**src/uhb_pkg.sv**
```systemverilog
// Package for the host bus port: constants and carriers
package uhb_pkg;

  localparam int ADDR_W = 3;
  localparam int DATA_W = 8;
  localparam int NUM_REGS = 8;
  localparam int INT_OPEN_SRC_BIT = 5;
  localparam logic [DATA_W-1:0] DATA_RST = 8'h00;
  localparam logic [ADDR_W-1:0] ADDR_RST = 3'h0;
  localparam logic [7:0] MCR_ADDR = 8'h04;
  localparam int SYNC_STAGES = 2;

  // Raw pin group sampled from the host bus
  typedef struct packed {
    logic read_strobe_lo;
    logic read_strobe_hi;
    logic write_strobe_lo;
    logic write_strobe_hi;
    logic select_hi_a;
    logic select_hi_b;
    logic select_lo;
    logic address_latch_strobe_n;
    logic [ADDR_W-1:0] addr;
    logic [DATA_W-1:0] data;
  } uhb_pins_t;

  // Register-side access request toward the UART core
  typedef struct packed {
    logic rd_pulse;
    logic wr_pulse;
    logic [ADDR_W-1:0] addr;
    logic [DATA_W-1:0] wdata;
  } uhb_req_t;

  // Status presented by the UART core
  typedef struct packed {
    logic tx_irq;
    logic rx_irq;
    logic line_irq;
    logic modem_irq;
    logic tx_space;
    logic rx_avail;
  } uhb_stat_t;

  localparam int PIN_W = $bits(uhb_pins_t);

endpackage : uhb_pkg

```
**src/uhb_sync.sv**
```systemverilog
// Two-flop synchroniser for a bundle of pin inputs
`timescale 1ns/100ps
module uhb_sync #(
  parameter int W = 1
) (
  input wire logic clk,
  input wire logic arst_n,
  input wire logic ce,
  input wire logic [W-1:0] d,
  output logic [W-1:0] q
);

  logic [W-1:0] meta_ff;

  // First stage is read only by the second stage
  always_ff @(posedge clk or negedge arst_n) begin
    if (!arst_n) begin
      meta_ff <= '0;
      q <= '0;
    end else if (ce) begin
      meta_ff <= d;
      q <= meta_ff;
    end
  end

endmodule : uhb_sync

```
**src/uhb_port.sv**
```systemverilog
// Separate-strobe parallel host bus port of a FIFO UART
`timescale 1ns/100ps

////////////////////////////////////////////////////////////////////////////////
// Overview of operation
// Host ties bus-mode select high for this mode
// Low three address lines pick the register
// Read strobe fall reads addressed register onto bus
// Active-high read strobe equals active-low one
// Write latches data-bus byte on trailing edge
// Active-high write strobe equals active-low one
// Respond only with all three selects active
// Host holds unused selects at active level
// Host holds unused strobes inactive for power
// Interrupt high on any source condition
// Control bit 5 picks push-pull or open-source
// Address strobe fall latches selects and address; the code keeps following the pins until a strobe shows
// Address latched even with strobe tied low
// Active-low transmit-ready flag from core status
// Active-low receive-ready flag from core status
// Data bus driven only during selected read
module uhb_port (
  input wire logic clk,
  input wire logic arst_n,
  input wire logic ce,
  input wire logic read_strobe_lo,
  input wire logic read_strobe_hi,
  input wire logic write_strobe_lo,
  input wire logic write_strobe_hi,
  input wire logic select_hi_a,
  input wire logic select_hi_b,
  input wire logic select_lo,
  input wire logic address_latch_strobe_n,
  input wire logic [uhb_pkg::ADDR_W-1:0] addr,
  input wire logic [uhb_pkg::DATA_W-1:0] data_in,
  output logic [uhb_pkg::DATA_W-1:0] data_out,
  output logic data_oe,
  input wire uhb_pkg::uhb_stat_t core_stat,
  input wire logic [uhb_pkg::DATA_W-1:0] core_rdata,
  output uhb_pkg::uhb_req_t core_req,
  output logic irq_out,
  output logic irq_oe,
  output logic tx_space_flag_n,
  output logic rx_avail_flag_n
);

  ////////////////////////////////////////////////////////////////////////////
  // Pin synchronisation

  uhb_pkg::uhb_pins_t pins_raw;
  uhb_pkg::uhb_pins_t pins;

  assign pins_raw = '{
    read_strobe_lo: read_strobe_lo,
    read_strobe_hi: read_strobe_hi,
    write_strobe_lo: write_strobe_lo,
    write_strobe_hi: write_strobe_hi,
    select_hi_a: select_hi_a,
    select_hi_b: select_hi_b,
    select_lo: select_lo,
    address_latch_strobe_n: address_latch_strobe_n,
    addr: addr,
    data: data_in
  };

  uhb_sync #(.W(uhb_pkg::PIN_W)) u_sync (
    .clk(clk),
    .arst_n(arst_n),
    .ce(ce),
    .d(pins_raw),
    .q(pins)
  );

  ////////////////////////////////////////////////////////////////////////////
  // Strobe decode

  logic rd_act;
  logic wr_act;
  logic sel_now;
  logic as_low;
  logic rd_act_ff;
  logic wr_act_ff;
  logic as_low_ff;
  logic rd_rise;
  logic wr_rise;
  logic wr_fall;
  logic as_fall;

  assign rd_act = !pins.read_strobe_lo || pins.read_strobe_hi;
  assign wr_act = !pins.write_strobe_lo || pins.write_strobe_hi;
  assign sel_now = pins.select_hi_a && pins.select_hi_b && !pins.select_lo;
  assign as_low = !pins.address_latch_strobe_n;
  assign rd_rise = rd_act && !rd_act_ff;
  assign wr_rise = wr_act && !wr_act_ff;
  assign wr_fall = !wr_act && wr_act_ff;
  assign as_fall = as_low && !as_low_ff;

  always_ff @(posedge clk or negedge arst_n) begin
    if (!arst_n) begin
      rd_act_ff <= 1'b0;
      wr_act_ff <= 1'b0;
      as_low_ff <= 1'b0;
    end else if (ce) begin
      rd_act_ff <= rd_act;
      wr_act_ff <= wr_act;
      as_low_ff <= as_low;
    end
  end

  ////////////////////////////////////////////////////////////////////////////
  // Address and select latch

  logic [uhb_pkg::ADDR_W-1:0] addr_lat_ff;
  logic sel_lat_ff;
  logic [uhb_pkg::ADDR_W-1:0] nxt_addr_lat;
  logic nxt_sel_lat;
  logic access_open;

  assign access_open = rd_act || wr_act;

  // Follow the pins until an access opens, so a tied-low strobe still
  // yields an address held for the whole access
  always_comb begin
    nxt_addr_lat = addr_lat_ff;
    nxt_sel_lat = sel_lat_ff;
    if (as_fall) begin
      nxt_addr_lat = pins.addr;
      nxt_sel_lat = sel_now;
    end else if (!rd_act_ff && !wr_act_ff) begin
      // Track through the edge where a strobe first shows, since address and
      // strobe leave the synchroniser together
      if (!as_low || as_low_ff) begin
        nxt_addr_lat = pins.addr;
        nxt_sel_lat = sel_now;
      end
    end
  end

  always_ff @(posedge clk or negedge arst_n) begin
    if (!arst_n) begin
      addr_lat_ff <= uhb_pkg::ADDR_RST;
      sel_lat_ff <= 1'b0;
    end else if (ce) begin
      addr_lat_ff <= nxt_addr_lat;
      sel_lat_ff <= nxt_sel_lat;
    end
  end

  ////////////////////////////////////////////////////////////////////////////
  // Access state machine

  typedef enum logic [1:0] {ST_IDLE, ST_READ, ST_WRITE} uhb_state_t;

  uhb_state_t state_ff;
  uhb_state_t nxt_state;
  logic [uhb_pkg::DATA_W-1:0] wdata_ff;

  always_comb begin
    nxt_state = state_ff;
    case (state_ff)
      ST_IDLE: begin
        if (rd_rise && nxt_sel_lat) begin
          nxt_state = ST_READ;
        end else if (wr_rise && nxt_sel_lat) begin
          nxt_state = ST_WRITE;
        end
      end
      ST_READ: begin
        if (!rd_act) begin
          nxt_state = ST_IDLE;
        end
      end
      ST_WRITE: begin
        if (!wr_act) begin
          nxt_state = ST_IDLE;
        end
      end
      default: begin
        nxt_state = ST_IDLE;
      end
    endcase
  end

  always_ff @(posedge clk or negedge arst_n) begin
    if (!arst_n) begin
      state_ff <= ST_IDLE;
    end else if (ce) begin
      state_ff <= nxt_state;
    end
  end

  // Data keeps following the bus while the write strobe is active so the
  // value present at the trailing edge is the one stored
  always_ff @(posedge clk or negedge arst_n) begin
    if (!arst_n) begin
      wdata_ff <= uhb_pkg::DATA_RST;
    end else if (ce && wr_act) begin
      wdata_ff <= pins.data;
    end
  end

  ////////////////////////////////////////////////////////////////////////////
  // Requests to the core

  always_ff @(posedge clk or negedge arst_n) begin
    if (!arst_n) begin
      core_req <= '0;
    end else if (ce) begin
      core_req.rd_pulse <= (state_ff == ST_IDLE) && rd_rise && nxt_sel_lat;
      core_req.wr_pulse <= (state_ff == ST_WRITE) && wr_fall;
      core_req.addr <= nxt_addr_lat;
      core_req.wdata <= wdata_ff;
    end
  end

  ////////////////////////////////////////////////////////////////////////////
  // Read data drive

  logic rd_drive;

  assign rd_drive = (state_ff == ST_READ) && rd_act;

  always_ff @(posedge clk or negedge arst_n) begin
    if (!arst_n) begin
      data_out <= uhb_pkg::DATA_RST;
      data_oe <= 1'b0;
    end else if (ce) begin
      data_oe <= rd_drive;
      if (rd_drive) begin
        data_out <= core_rdata;
      end
    end
  end

  ////////////////////////////////////////////////////////////////////////////
  // Interrupt and ready flags

  logic irq_any;
  logic open_src_ff;

  assign irq_any = core_stat.tx_irq || core_stat.rx_irq ||
                   core_stat.line_irq || core_stat.modem_irq;

  // Shadow of the modem control bit that picks the interrupt drive style
  always_ff @(posedge clk or negedge arst_n) begin
    if (!arst_n) begin
      open_src_ff <= 1'b0;
    end else if (ce && (state_ff == ST_WRITE) && wr_fall &&
                 ({5'h00, addr_lat_ff} == uhb_pkg::MCR_ADDR)) begin
      open_src_ff <= wdata_ff[uhb_pkg::INT_OPEN_SRC_BIT];
    end
  end

  // Open-source mode drives only the high level; a resistor pulls low
  always_ff @(posedge clk or negedge arst_n) begin
    if (!arst_n) begin
      irq_out <= 1'b0;
      irq_oe <= 1'b1;
    end else if (ce) begin
      irq_out <= irq_any;
      irq_oe <= open_src_ff ? irq_any : 1'b1;
    end
  end

  always_ff @(posedge clk or negedge arst_n) begin
    if (!arst_n) begin
      tx_space_flag_n <= 1'b1;
      rx_avail_flag_n <= 1'b1;
    end else if (ce) begin
      tx_space_flag_n <= !core_stat.tx_space;
      rx_avail_flag_n <= !core_stat.rx_avail;
    end
  end

endmodule : uhb_port

```
**config.mk**
```make
export PLATFORM = sky130hd
export DESIGN_NAME = uhb_port
export DESIGN_NICKNAME = d
export VERILOG_FILES = /design/src/uhb_pkg.sv /design/src/uhb_sync.sv /design/src/uhb_port.sv
export SDC_FILE = /design/constraint.sdc
export NUM_CORES = 1
export LEC_CHECK = 0
export ABC_AREA = 1
export CORE_MARGIN = 1
export CORE_UTILIZATION = 60
export CTS_BUF_LIST = sky130_fd_sc_hd__clkbuf_4
export CTS_CLUSTER_DIAMETER = 80
export DETAILED_ROUTE_END_ITERATION = 6
export DONT_BUFFER_PORTS = 1
export HOLD_SLACK_MARGIN = 0.06
export PLACE_DENSITY_LB_ADDON = 0.15
export SLEW_MARGIN = 20
export SYNTH_ARGS = -nofsm -noshare
export SYNTH_HDL_FRONTEND = slang
export SYNTH_SLANG_ARGS = --single-unit
```
**constraint.sdc**
```tcl
create_clock -name clk -period 1.5 [get_ports clk]
set_input_delay 0.45 -clock clk [delete_from_list [all_inputs] [get_ports clk]]
set_output_delay 0.45 -clock clk [all_outputs]
set_load 0.03 [all_outputs]
```
==> summary by stage, run 1 <==
Outcome
The flow ran to the end, but the final reports show violations. The checks that failed: negative hold slack, negative setup slack.

Setup path
The critical path arrival is 1.05 ns. The worst setup path is captured at an output port. The critical path startpoint category is a flip-flop. The origin of the critical flop-to-flop path is u_sync.q[17]$_DFFE_PN0P_. STA puts the critical path data required time at 1.05 ns. Across all register-to-register paths, the minimum setup slack is between 0.2 and 0.3 ns. Of all nets on the critical path, the largest fanout is 2. The critical path launch point is tx_space_flag_n$_DFFE_PN1P_.

The critical path in this run is classified as flip-flop to output port.

Pwr
The design draws between 0.005 and 0.006 W. The power density over cell area is around 1600 mW/mm2. The highest ir drop seen on vdd is about 1500 uV. The leakage component of the power is ~1.7 nW.

STA
The slew at the pin with the worst max-slew slack is roughly 0.5 ns. Setup violations remaining at the end of the flow were counted as 2. The final clock period utilization by the worst path is 1.00. The final number of max-transition violations is 0. The worst slew margin relative to its limit is 0.657. Once routing completed, OpenROAD measured the worst setup slack at -0.00496 ns. The final setup skew is 0.00997 ns.

Derived from the worst setup path, the maximum achievable clock frequency is 664 MHz. The routed design could run at a clock period as short as between 1.5 and 2 ns. Setup repair after global routing could not meet its margin everywhere. The count of final hold-check violations is 79. Hold timing on the final database bottoms out at a slack of -0.294 ns.

GRT
Entering global routing, the biggest net connects 80 pins. The first global-routing pass estimated between 8000 and 9000 um of wire. The global-route track usage on met2 is 0.300. Across every metal layer, demand over resource in global routing totals 0.206.

The most crowded layer after global routing is met2. The initial antenna violation count is 0. The number of global-route vias before repair is roughly 1800.

The leftover overflow at the end of global routing is 0. For this run, global-route usage on met1 was measured as 0.293. For met3 alone, demand over resource in global routing was 0.0412.

Routing
Across all layers, the routed design uses between 2000 and 2500 vias. After detailed routing, the number of remaining DRC violations is 0. The remaining antenna violation count after routing is 0. Summed over all layers, the routed wires come to between 4000 and 5000 um. In the final routed layout, each cell accounts on average for 12.4 um.

After detailed routing, the number of vias per cell comes to roughly 5. The first TritonRoute pass finished after 4 iterations. The violation count after the first detailed-routing iteration is 183.

Yosys
The number of cells produced by synthesis is ~330. For this run, the register share of the synthesized area comes to 0.642. By area the synthesized netlist is led by dfrtp_1 62%, nand2_1 18%, o21ai_0 5.5%. Of the post-synthesis cell area, the dominant cell type holds 0.617.

The number of synthesis warnings is 0. The average cell area after synthesis is 9.31 um2. In this run, synthesis produced a sequential element count of approximately 80. The cell type with the largest total area after synthesis is dfrtp_1.

The distinct cell type count of the synthesized netlist is 20. When the netlist entered floorplanning its net count stood at approximately 370. In this run the cell area of the synthesized design comes to 0.00308 mm2.

Clock tree
The later pin in the worst-skew pair is clocked with a latency of about 0.42 ns. After clock tree synthesis, the setup repair step added 0 buffers. The clock buffer count from CTS is 9. The root buffer cell is clkbuf_4. After clock tree synthesis, the clock-pin slew on the worst setup and hold paths is roughly 0.12 ns.

The H-tree was split into 3 levels. No sink is reached through more buffers than the 2 on the longest clock path. The TritonCTS clock tree is done.

The total clock sinks is a little under 80.

Layout
Fill cells in the final layout number 414. The share of the core filled with cells in the final layout is 0.679. The footprint of the flip-flops and latches is between 0.0015 and 0.002 mm2. The multi-input combinational cells in the finished layout cover a total of 945 um2. At the end of the flow, the number of nets in the layout was 367. The share of cells above drive strength 1 is 0.0952.

The signed area change from the synthesized netlist to the final layout is 6.86%. Summing all non-filler instances in the final layout gives an area of 0.00329 mm2. 0 antenna diodes ended up in the layout.

Floorplan
The standard-cell row count is 25. The overall die height is 73.7 um. The area enclosed by the die boundary is ~0.0054 mm2. The core area is ~0.0048 mm2. The initial core utilization is 0.636. During I/O placement, the number of pins put on the boundary was 62. Measured along the x axis, the die boundary spans ~74 um.

Place
The placer's final routability congestion estimate is 0.757. Buffers placed on the I/O ports in this run total 0. Detailed placement ended at an HPWL of approximately 3200 um. The instance area at placement is approximately 0.0031 mm2.

Flow run
Across the run, the number of max-cap violations was 0.

Min path
The path class of the tightest hold or removal check is primary input to async pin.
[power by group]
group / switching (W) / internal (W)
combinational: 0.000327 / 0.000271
clock: 0.000684 / 0.000729
sequential: 0.000607 / 0.00249
[cell type report]
| class | count | area share |
|---|---|---|
| clock buffers | 12 | 0.0273 |
| clock inverters | 4 | 0.0213 |
| inverters | 26 | 0.0296 |
| multi-input cells | 213 | 0.287 |
| flip-flops and latches | 79 | 0.601 |
| well taps | 67 | 0.0254 |
| repair buffers | 2 | 0.00836 |
[metrics by stage]
step / cells / setup slack [ns] / TNS (ns) / hold WS, ns
floorplan: 331 / 0.327 / 0 / 0.154
global placement: 387 / 0.333 / 0 / 0.156
detailed placement: 387 / 0.300 / 0 / 0.156
CTS: 403 / -0.0286 / -0.0725 / -0.308
global route: 403 / -0.0426 / -0.110 / -0.313
finish: 403 / -0.00496 / -0.00962 / -0.294
[cells in the mapped netlist]
| cell | number |
|---|---|
| a21oi_1 | 2 |
| buf_2 | 5 |
| buf_4 | 1 |
| clkbuf_1 | 6 |
| clkbuf_2 | 1 |
| dfrtp_1 | 76 |
| dfstp_2 | 3 |
| inv_1 | 25 |
| inv_2 | 1 |
| mux2_2 | 8 |
| nand2_1 | 146 |
| nand3_1 | 8 |
| nand3_4 | 1 |
| nand4_1 | 1 |
| nor2_1 | 9 |
| nor2_4 | 1 |
| nor3_1 | 1 |
| nor3b_1 | 1 |
| o21ai_0 | 34 |
| o21ai_1 | 1 |
[logic make-up (layout without fill, tap and decap cells)]
family | Yosys count | after routing | synth area share
AO/OA/AOI/OAI | 37 | 37 | 0.0601
flip-flops | 79 | 79 | 0.642
multiplexers | 8 | 8 | 0.0292
buffers and inverters | 39 | 44 | 0.0511
AND/OR/NAND/NOR | 168 | 168 | 0.217
[final timing paths]
check	to	depth (start not counted)
hold / removal	core_req[0]$_DFFE_PN0P_	0
setup / recovery	tx_space_flag_n	0
min in group clk	rx_avail_flag_n$_DFFE_PN1P_	1
max in group asynchronous	irq_oe$_DFFE_PN1P_	0
hold reg to reg	irq_oe$_DFFE_PN1P_	1
setup reg to reg	data_out[5]$_DFFE_PN0P_	4
[routing by layer]
layer | up-vias | share of wire
met3 | 8 | 0.056
met2 | 58 | 0.45
met4 | 0 | 0.016
met1 | 918 | 0.48
met5 | - | 0
li1 | 1025 | -
[sequential cells by signal, indices dropped and copies added, names as in the netlist, 2 cells and up]
name / flops
u_sync.meta_ff: 19
u_sync.q: 19
core_req: 13
state_ff: 2
data_out: 8
wdata_ff: 8
[placed cells by master, fill, tap and decap left out]
cell type,count
nand2_1,146
dfrtp_1,76
o21ai_0,34
inv_1,25
clkbuf_4,12
nor2_1,9
nand3_1,8
mux2_2,8
dfstp_2,3
a21oi_1,2
clkinv_2,2
bufinv_16,2
inv_2,1
nor2_4,1
nand4_1,1
nand3_4,1
o21ai_1,1
nor3_1,1
nor3b_1,1
buf_4,1
buf_12,1
[what timing repair did]
| action | in CTS | in global routing |
|---|---|---|
| endpoints found under the hold margin | 79 | 79 |
| cloned | 0 | 0 |
| gates resized for setup | 0 | 0 |
| setup endpoints to repair | 3 | 3 |
| pin swaps | 0 | 0 |
(Power assumes the default switching activity.)
==> run 2, diff against run 1 <==
ABC_AREA = not set   (was 1)
==> run 2 against run 1 <==
The flow finishes with violations (negative hold slack). Combinational power grew 59%. Critical path depth rose by 4. Via count shrank 17%. Maximum frequency rose by 0.96%. Utilization is 1.9 points higher. First-iteration DRC count decreased by 48%. Largest cell class unchanged. Largest power group unchanged.
==> summary by stage, run 2 <==
Routing
The number of remaining DRC errors is 0 (unchanged). The total wirelength of the detailed-routed design came to 4980 um (was 4990 um). The per-cell via count in the routed design is 5.72 (was 4.99). The vias after detailed routing was 1669 (was 2009).

The violation count after the first detailed-routing iteration came to 96 (was 183). The average wire per cell in the routed design came to 17.0 um (was 12.4 um). The count of TritonRoute iterations in the first routing pass is 6 (was 4).

The remaining antenna violation count after routing is 0 (unchanged).

Layout
The most frequent standard cell in the layout excluding fill and tap cells is dfrtp_1 (was nand2_1). The final design instance area without fill is 0.00336 mm2 (was 0.00329 mm2). The number of nets in the layout is 256 (was 367).

The combined area of the multi-input logic cells came to 0.00107 mm2 (was 945 um2). Most frequent cells in the layout: 75 x dfrtp_1, 67 x mux2_2, 13 x clkbuf_4, 13 x buf_4, 8 x nor2_1 (was 146 x nand2_1, 76 x dfrtp_1, 34 x o21ai_0). The share of cells above drive strength 1 is 0.498 (was 0.0952). The layout filler cell count is 348 (was 414). The antenna cell count is 0 (unchanged). The footprint of the flip-flops and latches is 0.00198 mm2 (about the same). The signed area change from the synthesized netlist to the final layout is 9.36% (was 6.86%). Biggest regs: u_sync.meta_ff (19), u_sync.q (19), core_req (13) (unchanged).

Setup path
The data required time at the worst endpoint is 1.80 ns (was 1.05 ns). The origin of the critical flop-to-flop path was wr_act_ff$_DFFE_PN0P_ (was u_sync.q[17]$_DFFE_PN0P_). The number of cell instances on the worst register-to-register path came to 4 (unchanged). The critical setup path kind was flip-flop to flip-flop (was flip-flop to output port). The critical path arrival is 1.79 ns (was 1.05 ns). The reg-to-reg setup timing slack is 0.009 ns (was 0.29 ns). The critical register-to-register path endpoint is state_ff[1]$_DFFE_PN0P_ (was data_out[5]$_DFFE_PN0P_). The critical path startpoint category is a flip-flop (unchanged).

The element type at the critical path end is a flip-flop (was output port). The critical-path maximum fanout is 5 (was 2).

Yosys
The share of synthesized area occupied by flip-flops and latches is 0.644 (was 0.642). Synth top cells by count: 76 x dfrtp_1, 67 x mux2_2, 9 x nor2_1 (was 146 x nand2_1, 76 x dfrtp_1, 34 x o21ai_0). The post-synthesis instance area was 0.00308 mm2 (about the same). The number of cells produced by synthesis is 204 (was 331).

The distinct cell type count of the synthesized netlist is 29 (was 20). The net count after synthesis is 240 (was 367). The synthesized flop and latch total is 79 (unchanged).

The most common flop cell mapped by yosys is dfrtp_1 (unchanged). Largest cells by area after synthesis: dfrtp_1 62%, mux2_2 25%, dfstp_2 2.6% (was dfrtp_1 62%, nand2_1 18%, o21ai_0 5.5%). The number of synthesis warnings is 0 (unchanged). The most instantiated library cell after synthesis is dfrtp_1 (was nand2_1). The count of flip-flops with a built-in enable after synthesis came to 0 (unchanged). The proportion of register bits with asynchronous set or reset after synthesis came to 1.00 (unchanged). The share of Yosys cell area claimed by the top area cell type was 0.618 (was 0.617). The average cell area after synthesis was 15.1 um2 (was 9.31 um2).

The cell type with the largest total area after synthesis is dfrtp_1 (unchanged).

GRT
The overall routing resource usage is 0.200 (was 0.206). The global-route track usage on met2 was 0.328 (was 0.300). The met1 layer usage reported by global route is 0.235 (was 0.293).

The most crowded layer after global routing is met2 (unchanged). The initial antenna violation count is 0 (unchanged). The leftover overflow at the end of global routing is 0 (unchanged). The number of global-route vias before repair was 1754 (was 1813).

The maximum number of pins on one net before global-route repair was 80 (unchanged). The first-pass GRT wire length is 7910 um (was 8120 um). The routing usage on met3 was 0.0480 (was 0.0412).

STA
The final setup skew is 0.0151 ns (was 0.00997 ns). The slew at the pin with the worst max-slew slack is 0.336 ns (was 0.513 ns). The peak clock frequency supported by timing came to 671 MHz (was 664 MHz). The final clock period utilization by the worst path is 0.994 (was 1.00). The final number of max-transition violations is 0 (unchanged). The count of final hold-check violations is 79 (unchanged). The final sum of negative setup slack is 0 ns (was -0.00962 ns). The final critical path time including I/O delays and setup came to 1.49 ns (was 1.50 ns). Unrepaired setup endpoints after global routing: true (unchanged). The worst slew margin relative to its limit is 0.774 (was 0.657). The number of failing setup endpoints in the final timing report is 0 (was 2). The worst hold slack is -0.267 ns (was -0.294 ns).

Clock tree
The root buffer cell is clkbuf_4 (unchanged). The total clock sinks is 79 (unchanged). The clock transition at the registers of the reported paths is 0.12 ns (about the same). The clock latency at the later pin of the worst-skew pair is 0.39 ns (was 0.42 ns). The TritonCTS clock tree is done (unchanged). The CTS H-tree depth came to 3 (unchanged). The clock buffer count from CTS came to 9 (unchanged). The maximum clock path buffer count is 2 (unchanged).

Pwr
The design internal power came to 0.00359 W (was 0.00349 W). The proportion of power drawn by the clock network is 0.197 (was 0.276). The power density over cell area is 1580 mW/mm2 (was 1550 mW/mm2).

The sequential power share was 0.624 (was 0.607). The switching power total is 0.00172 W (was 0.00162 W). The combinational group share of total power is 0.179 (was 0.117). The highest ir drop seen on vdd came to 809 uV (was 1510 uV). The switching share of power is 0.324 (was 0.316).

The leakage component of the power was 1.45 nW (was 1.72 nW).

Floorplan
The standard-cell row count came to 25 (unchanged). The chip width came to 73.6 um (was 73.7 um). The initial core utilization is 0.638 (was 0.636). The count of pins on the block boundary is 62 (unchanged). The overall die height was 73.6 um (was 73.7 um). The area enclosed by the die boundary is 0.00542 mm2 (was 0.00543 mm2). The core area is 0.00482 mm2 (was 0.00485 mm2).

Outcome
Status: finished with violations (unchanged). Failing checks: negative hold slack (was negative hold slack, negative setup slack).

Place
The count of buffers from port buffering is 0 (unchanged). The instance area at placement was 0.00318 mm2 (was 0.00313 mm2). The post-detailed-placement half-perimeter wirelength came to 3190 um (was 3160 um). The placer's final routability congestion estimate is 0.814 (was 0.757).

Flow run
The number of max-cap violations is 0 (unchanged).

Min path
The type of the most critical hold path is primary input to async pin (unchanged).
run 2: cell types whose count changed after synthesis, sizes merged, moves of 5 or more:
| cell | before | now |
|---|---|---|
| nand2 | 146 | 4 |
| clkbuf | 7 | 2 |
| nand3 | 9 | 0 |
| mux2 | 8 | 67 |
| inv | 26 | 4 |
| o21ai | 35 | 6 |
run 2: worst max-delay path, stage by stage (launching register included):
cell and delay [ns]:
dfrtp_1 0.46, o22ai_2 0.14, mux2i_2 0.18, or4_4 0.42, a221oi_2 0.21
run 2: repair_timing:
item | 4_1_cts | 5_1_grt
setup buffers | 1 | 5
endpoints found under the setup margin | 13 | 6
endpoints found under the hold margin | 79 | 79
resized for setup | 5 | 5
pin swaps | 0 | 5
run 2: cell families (layout without fill, tap and decap cells):
| group | count (synthesis) | after routing | synth area share |
|---|---|---|---|
| buffers and inverters | 12 | 33 | 0.0191 |
| multiplexers | 69 | 69 | 0.252 |
| flip-flops | 79 | 79 | 0.644 |
| AND/OR/NAND/NOR | 28 | 28 | 0.0529 |
| AO/OA/AOI/OAI | 16 | 16 | 0.0321 |
run 2: through the flow:
step	instances	utilization	total power [W]	worst slack, ns
after floorplan	204	-	0.00397	-0.0222
after global placement	270	0.660	0.00414	0.0116
after detailed placement	270	0.660	0.00422	-0.0770
after CTS	287	0.689	0.00531	-0.0191
after global routing	292	0.698	0.00557	-0.0977
final	292	0.698	0.00531	0.00935
run 2: cell type report:
type	count	share of cell area
multi-input combinational	113	0.319
clock buffer	13	0.0290
clock inverter	3	0.00409
timing repair buffer	13	0.0290
sequential	79	0.589
inverter	4	0.00446
tap	67	0.0249
run 2: how the worst max path moves through the flow:
stage | startpoint | to | slack (ns) | cells after the start
finish | wr_act_ff$_DFFE_PN0P_ | state_ff[1]$_DFFE_PN0P_ | 0.009 | 4
global route | u_sync.q[15]$_DFFE_PN0P_ | open_src_ff$_DFFE_PN0P_ | -0.1 | 4
CTS | irq_oe$_DFFE_PN1P_ | irq_oe | -0.02 | 0
detailed placement | state_ff[1]$_DFFE_PN0P_ | open_src_ff$_DFFE_PN0P_ | -0.08 | 4
global placement | state_ff[1]$_DFFE_PN0P_ | open_src_ff$_DFFE_PN0P_ | 0.01 | 4
floorplan | u_sync.q[16]$_DFFE_PN0P_ | state_ff[1]$_DFFE_PN0P_ | -0.02 | 5
run 2: metal layers:
metal	wire length, um	up-vias
li1	-	752
met1	2070	847
met2	2530	56
met3	221	14
met4	161	0
met5	0	-
run 2: power by group through the flow:
| stage | sequential (W) | combinational (W) | clock, W |
|---|---|---|---|
| 2_1_floorplan | 0.00335 | 0.000624 | 0 |
| 3_3_place_gp | 0.00332 | 0.000816 | 0 |
| 3_5_place_dp | 0.00336 | 0.000864 | 0 |
| 4_1_cts | 0.00331 | 0.000909 | 0.00109 |
| 5_1_grt | 0.00337 | 0.00103 | 0.00117 |
| 6_report | 0.00331 | 0.000952 | 0.00105 |
==> run 3, diff against run 2 <==
CORE_UTILIZATION = 30   (was 60)
==> run 3 against run 2 <==
The run still ends with negative hold slack left. Sequential power about the same. Via count decreased by 0.36%. Non-clock buffer count increased by 10. Worst setup slack got worse by 0.0060 ns.
==> summary by stage, run 3 (synthesis results as in run 2) <==
Layout
The combined area of the multi-input logic cells is 0.00108 mm2 (was 0.00107 mm2). The footprint of the flip-flops and latches is 0.00198 mm2 (unchanged). Biggest regs: u_sync.meta_ff (19), u_sync.q (19), core_req (13) (unchanged). Most frequent cells in the layout: 75 x dfrtp_1, 67 x mux2_2, 17 x buf_4 (was 75 x dfrtp_1, 67 x mux2_2, 13 x clkbuf_4, 13 x buf_4, 8 x nor2_1). The share of cells above drive strength 1 is 0.496 (was 0.498). The final design instance area without fill is 0.00356 mm2 (was 0.00336 mm2). The layout filler cell count is 933 (was 348). The number of nets in the layout was 266 (was 256). The most frequent standard cell in the layout excluding fill and tap cells is dfrtp_1 (unchanged).

The signed area change from the synthesized netlist to the final layout was 15.7% (was 9.36%). The antenna cell count is 0 (unchanged).

STA
The count of final hold-check violations is 79 (unchanged). The worst hold slack is -0.287 ns (was -0.267 ns). The post-layout worst setup margin came to 0.00332 ns (was 0.00935 ns). The number of failing setup endpoints in the final timing report was 0 (unchanged).

The final critical path time including I/O delays and setup is 1.50 ns (was 1.49 ns). The final clock period utilization by the worst path came to 0.998 (was 0.994). The worst slew margin relative to its limit was 0.760 (was 0.774). The final setup skew came to 0.0156 ns (was 0.0151 ns). The peak clock frequency supported by timing is 668 MHz (was 671 MHz). Unrepaired setup endpoints after global routing: true (unchanged).

The slew at the pin with the worst max-slew slack is 0.357 ns (was 0.336 ns). The final number of max-transition violations is 0 (unchanged).

Setup path
The origin of the critical flop-to-flop path is u_sync.q[18]$_DFFE_PN0P_ (was wr_act_ff$_DFFE_PN0P_). The critical setup path kind is flip-flop to output port (was flip-flop to flip-flop). The critical register-to-register path endpoint is state_ff[1]$_DFFE_PN0P_ (unchanged).

The critical-path maximum fanout is 2 (was 5). The reg-to-reg setup timing slack is 0.03 ns (was 0.009 ns). The critical path arrival is 1.05 ns (was 1.79 ns).

The critical path startpoint category is a flip-flop (unchanged). The element type at the critical path end is an output port (was flip-flop). The data required time at the worst endpoint is 1.05 ns (was 1.80 ns). The number of cell instances on the worst register-to-register path is 5 (was 4).

Place
The count of buffers from port buffering is 0 (unchanged). The placer's final routability congestion estimate was 0.634 (was 0.814). The minimum setup slack after placement is -0.120 ns (was -0.0770 ns).

The post-detailed-placement half-perimeter wirelength is 3360 um (was 3190 um). The instance area at placement came to 0.00333 mm2 (was 0.00318 mm2).

Pwr
The proportion of power drawn by the clock network is 0.214 (was 0.197). The highest ir drop seen on vdd is 450 uV (was 809 uV). The leakage component of the power is 1.51 nW (was 1.45 nW). The design internal power was 0.00376 W (was 0.00359 W).

The switching power total is 0.00179 W (was 0.00172 W). The power density over cell area came to 1560 mW/mm2 (was 1580 mW/mm2). The switching share of power is 0.322 (was 0.324).

The combinational group share of total power is 0.193 (was 0.179). The final total power is 0.00555 W (was 0.00531 W). The sequential power share is 0.592 (was 0.624).

Clock tree
The total clock sinks is 79 (unchanged). The maximum clock path buffer count was 2 (unchanged). The root buffer cell is clkbuf_4 (unchanged). The CTS H-tree depth is 3 (unchanged). The clock buffer count from CTS is 9 (unchanged). The clock latency at the later pin of the worst-skew pair is 0.41 ns (was 0.39 ns). The TritonCTS clock tree is done (unchanged). The clock transition at the registers of the reported paths is 0.12 ns (about the same).

Min path
The type of the most critical hold path is primary input to async pin (unchanged).

Routing
The violation count after the first detailed-routing iteration is 53 (was 96). The vias after detailed routing is 1663 (was 1669). The number of remaining DRC errors is 0 (unchanged).

The per-cell via count in the routed design was 4.56 (was 5.72). The remaining antenna violation count after routing came to 0 (unchanged). The count of TritonRoute iterations in the first routing pass is 3 (was 6). The average wire per cell in the routed design was 14.9 um (was 17.0 um). The total wirelength of the detailed-routed design is 5450 um (was 4980 um).

Floorplan
The initial core utilization is 0.312 (was 0.638). The area enclosed by the die boundary is 0.0107 mm2 (was 0.00542 mm2). The overall die height is 103 um (was 73.6 um). The standard-cell row count came to 36 (was 25). The count of pins on the block boundary is 62 (unchanged).

The chip width is 103 um (was 73.6 um). The core area is 0.00986 mm2 (was 0.00482 mm2).

GRT
The first-pass GRT wire length is 8720 um (was 7910 um). The number of global-route vias before repair is 1699 (was 1754). The leftover overflow at the end of global routing is 0 (unchanged). The maximum number of pins on one net before global-route repair is 80 (unchanged). The overall routing resource usage is 0.114 (was 0.200). The initial antenna violation count is 0 (unchanged).

Outcome
Status: finished with violations (unchanged). Failing checks: negative hold slack (unchanged).

Flow run
The number of max-cap violations is 0 (unchanged).
==> run 3: cell types whose count changed in the layout (fill, tap and decap cells not counted), sizes merged <==
cell         delta
buf             +7
clkbuf          -4
dlygate4sd3     +3
clkinv          -2
clkinvlp        +2
bufinv          +1
==> run 3: area by class of cell <==
| type | count | area share |
|---|---|---|
| flip-flops and latches | 79 | 0.557 |
| multi-input cells | 113 | 0.303 |
| repair buffers | 23 | 0.0562 |
| well taps | 133 | 0.0467 |
| clock buffers | 9 | 0.0190 |
| clock inverters | 4 | 0.0141 |
| inverters | 4 | 0.00422 |
==> run 3: worst reg2reg max path: stages, from the launching register on <==
cell	delay [ns]
dfrtp_1	0.40
nor2b_4	0.14
buf_4	0.13
or2_2	0.28
a22o_1	0.23
a221oi_2	0.23
==> run 3: stage by stage <==
stage                     std cells  TNS (ns)   util
final                           365         0  0.361
after global routing            365    -0.221  0.361
after CTS                       360   -0.0941  0.355
after detailed placement        343    -0.159  0.337
after global placement          343  -0.00105  0.337
after floorplan                 204   -0.0222      -
==> run 3: timing repair <==
action                     4_1_cts  5_1_grt
setup endpoints to repair        6        9
gates resized for setup          8        4
buffers inserted                 4        2
hold endpoints to repair        79       82
pin swaps                        4        4
==> run 3: layer usage <==
| metal | global-route usage | share of wire | up-vias |
|---|---|---|---|
| li1 | - | - | 773 |
| met1 | 0.148 | 0.50 | 844 |
| met4 | 0.0650 | 0.024 | 0 |
| met5 | 0 | 0 | - |
| met2 | 0.169 | 0.44 | 36 |
| met3 | 0.0356 | 0.040 | 10 |
==> run 3: worst max path at each step <==
stage                               to  cells past startpoint                         from
6_report               tx_space_flag_n                      0  tx_space_flag_n$_DFFE_PN1P_
4_1_cts                tx_space_flag_n                      0  tx_space_flag_n$_DFFE_PN1P_
5_1_grt                         irq_oe                      0           irq_oe$_DFFE_PN1P_
3_3_place_gp   open_src_ff$_DFFE_PN0P_                      4      state_ff[1]$_DFFE_PN0P_
3_5_place_dp   open_src_ff$_DFFE_PN0P_                      4      state_ff[1]$_DFFE_PN0P_
2_1_floorplan  state_ff[1]$_DFFE_PN0P_                      5     u_sync.q[16]$_DFFE_PN0P_
==> run 3: power groups by stage <==
stage	sequential, W	combinational [W]	clock, W
6_report	0.00329	0.00107	0.00119
5_1_grt	0.00337	0.00115	0.00135
4_1_cts	0.00330	0.00102	0.00126
3_5_place_dp	0.00335	0.000914	0
3_3_place_gp	0.00334	0.000894	0
2_1_floorplan	0.00335	0.000624	0
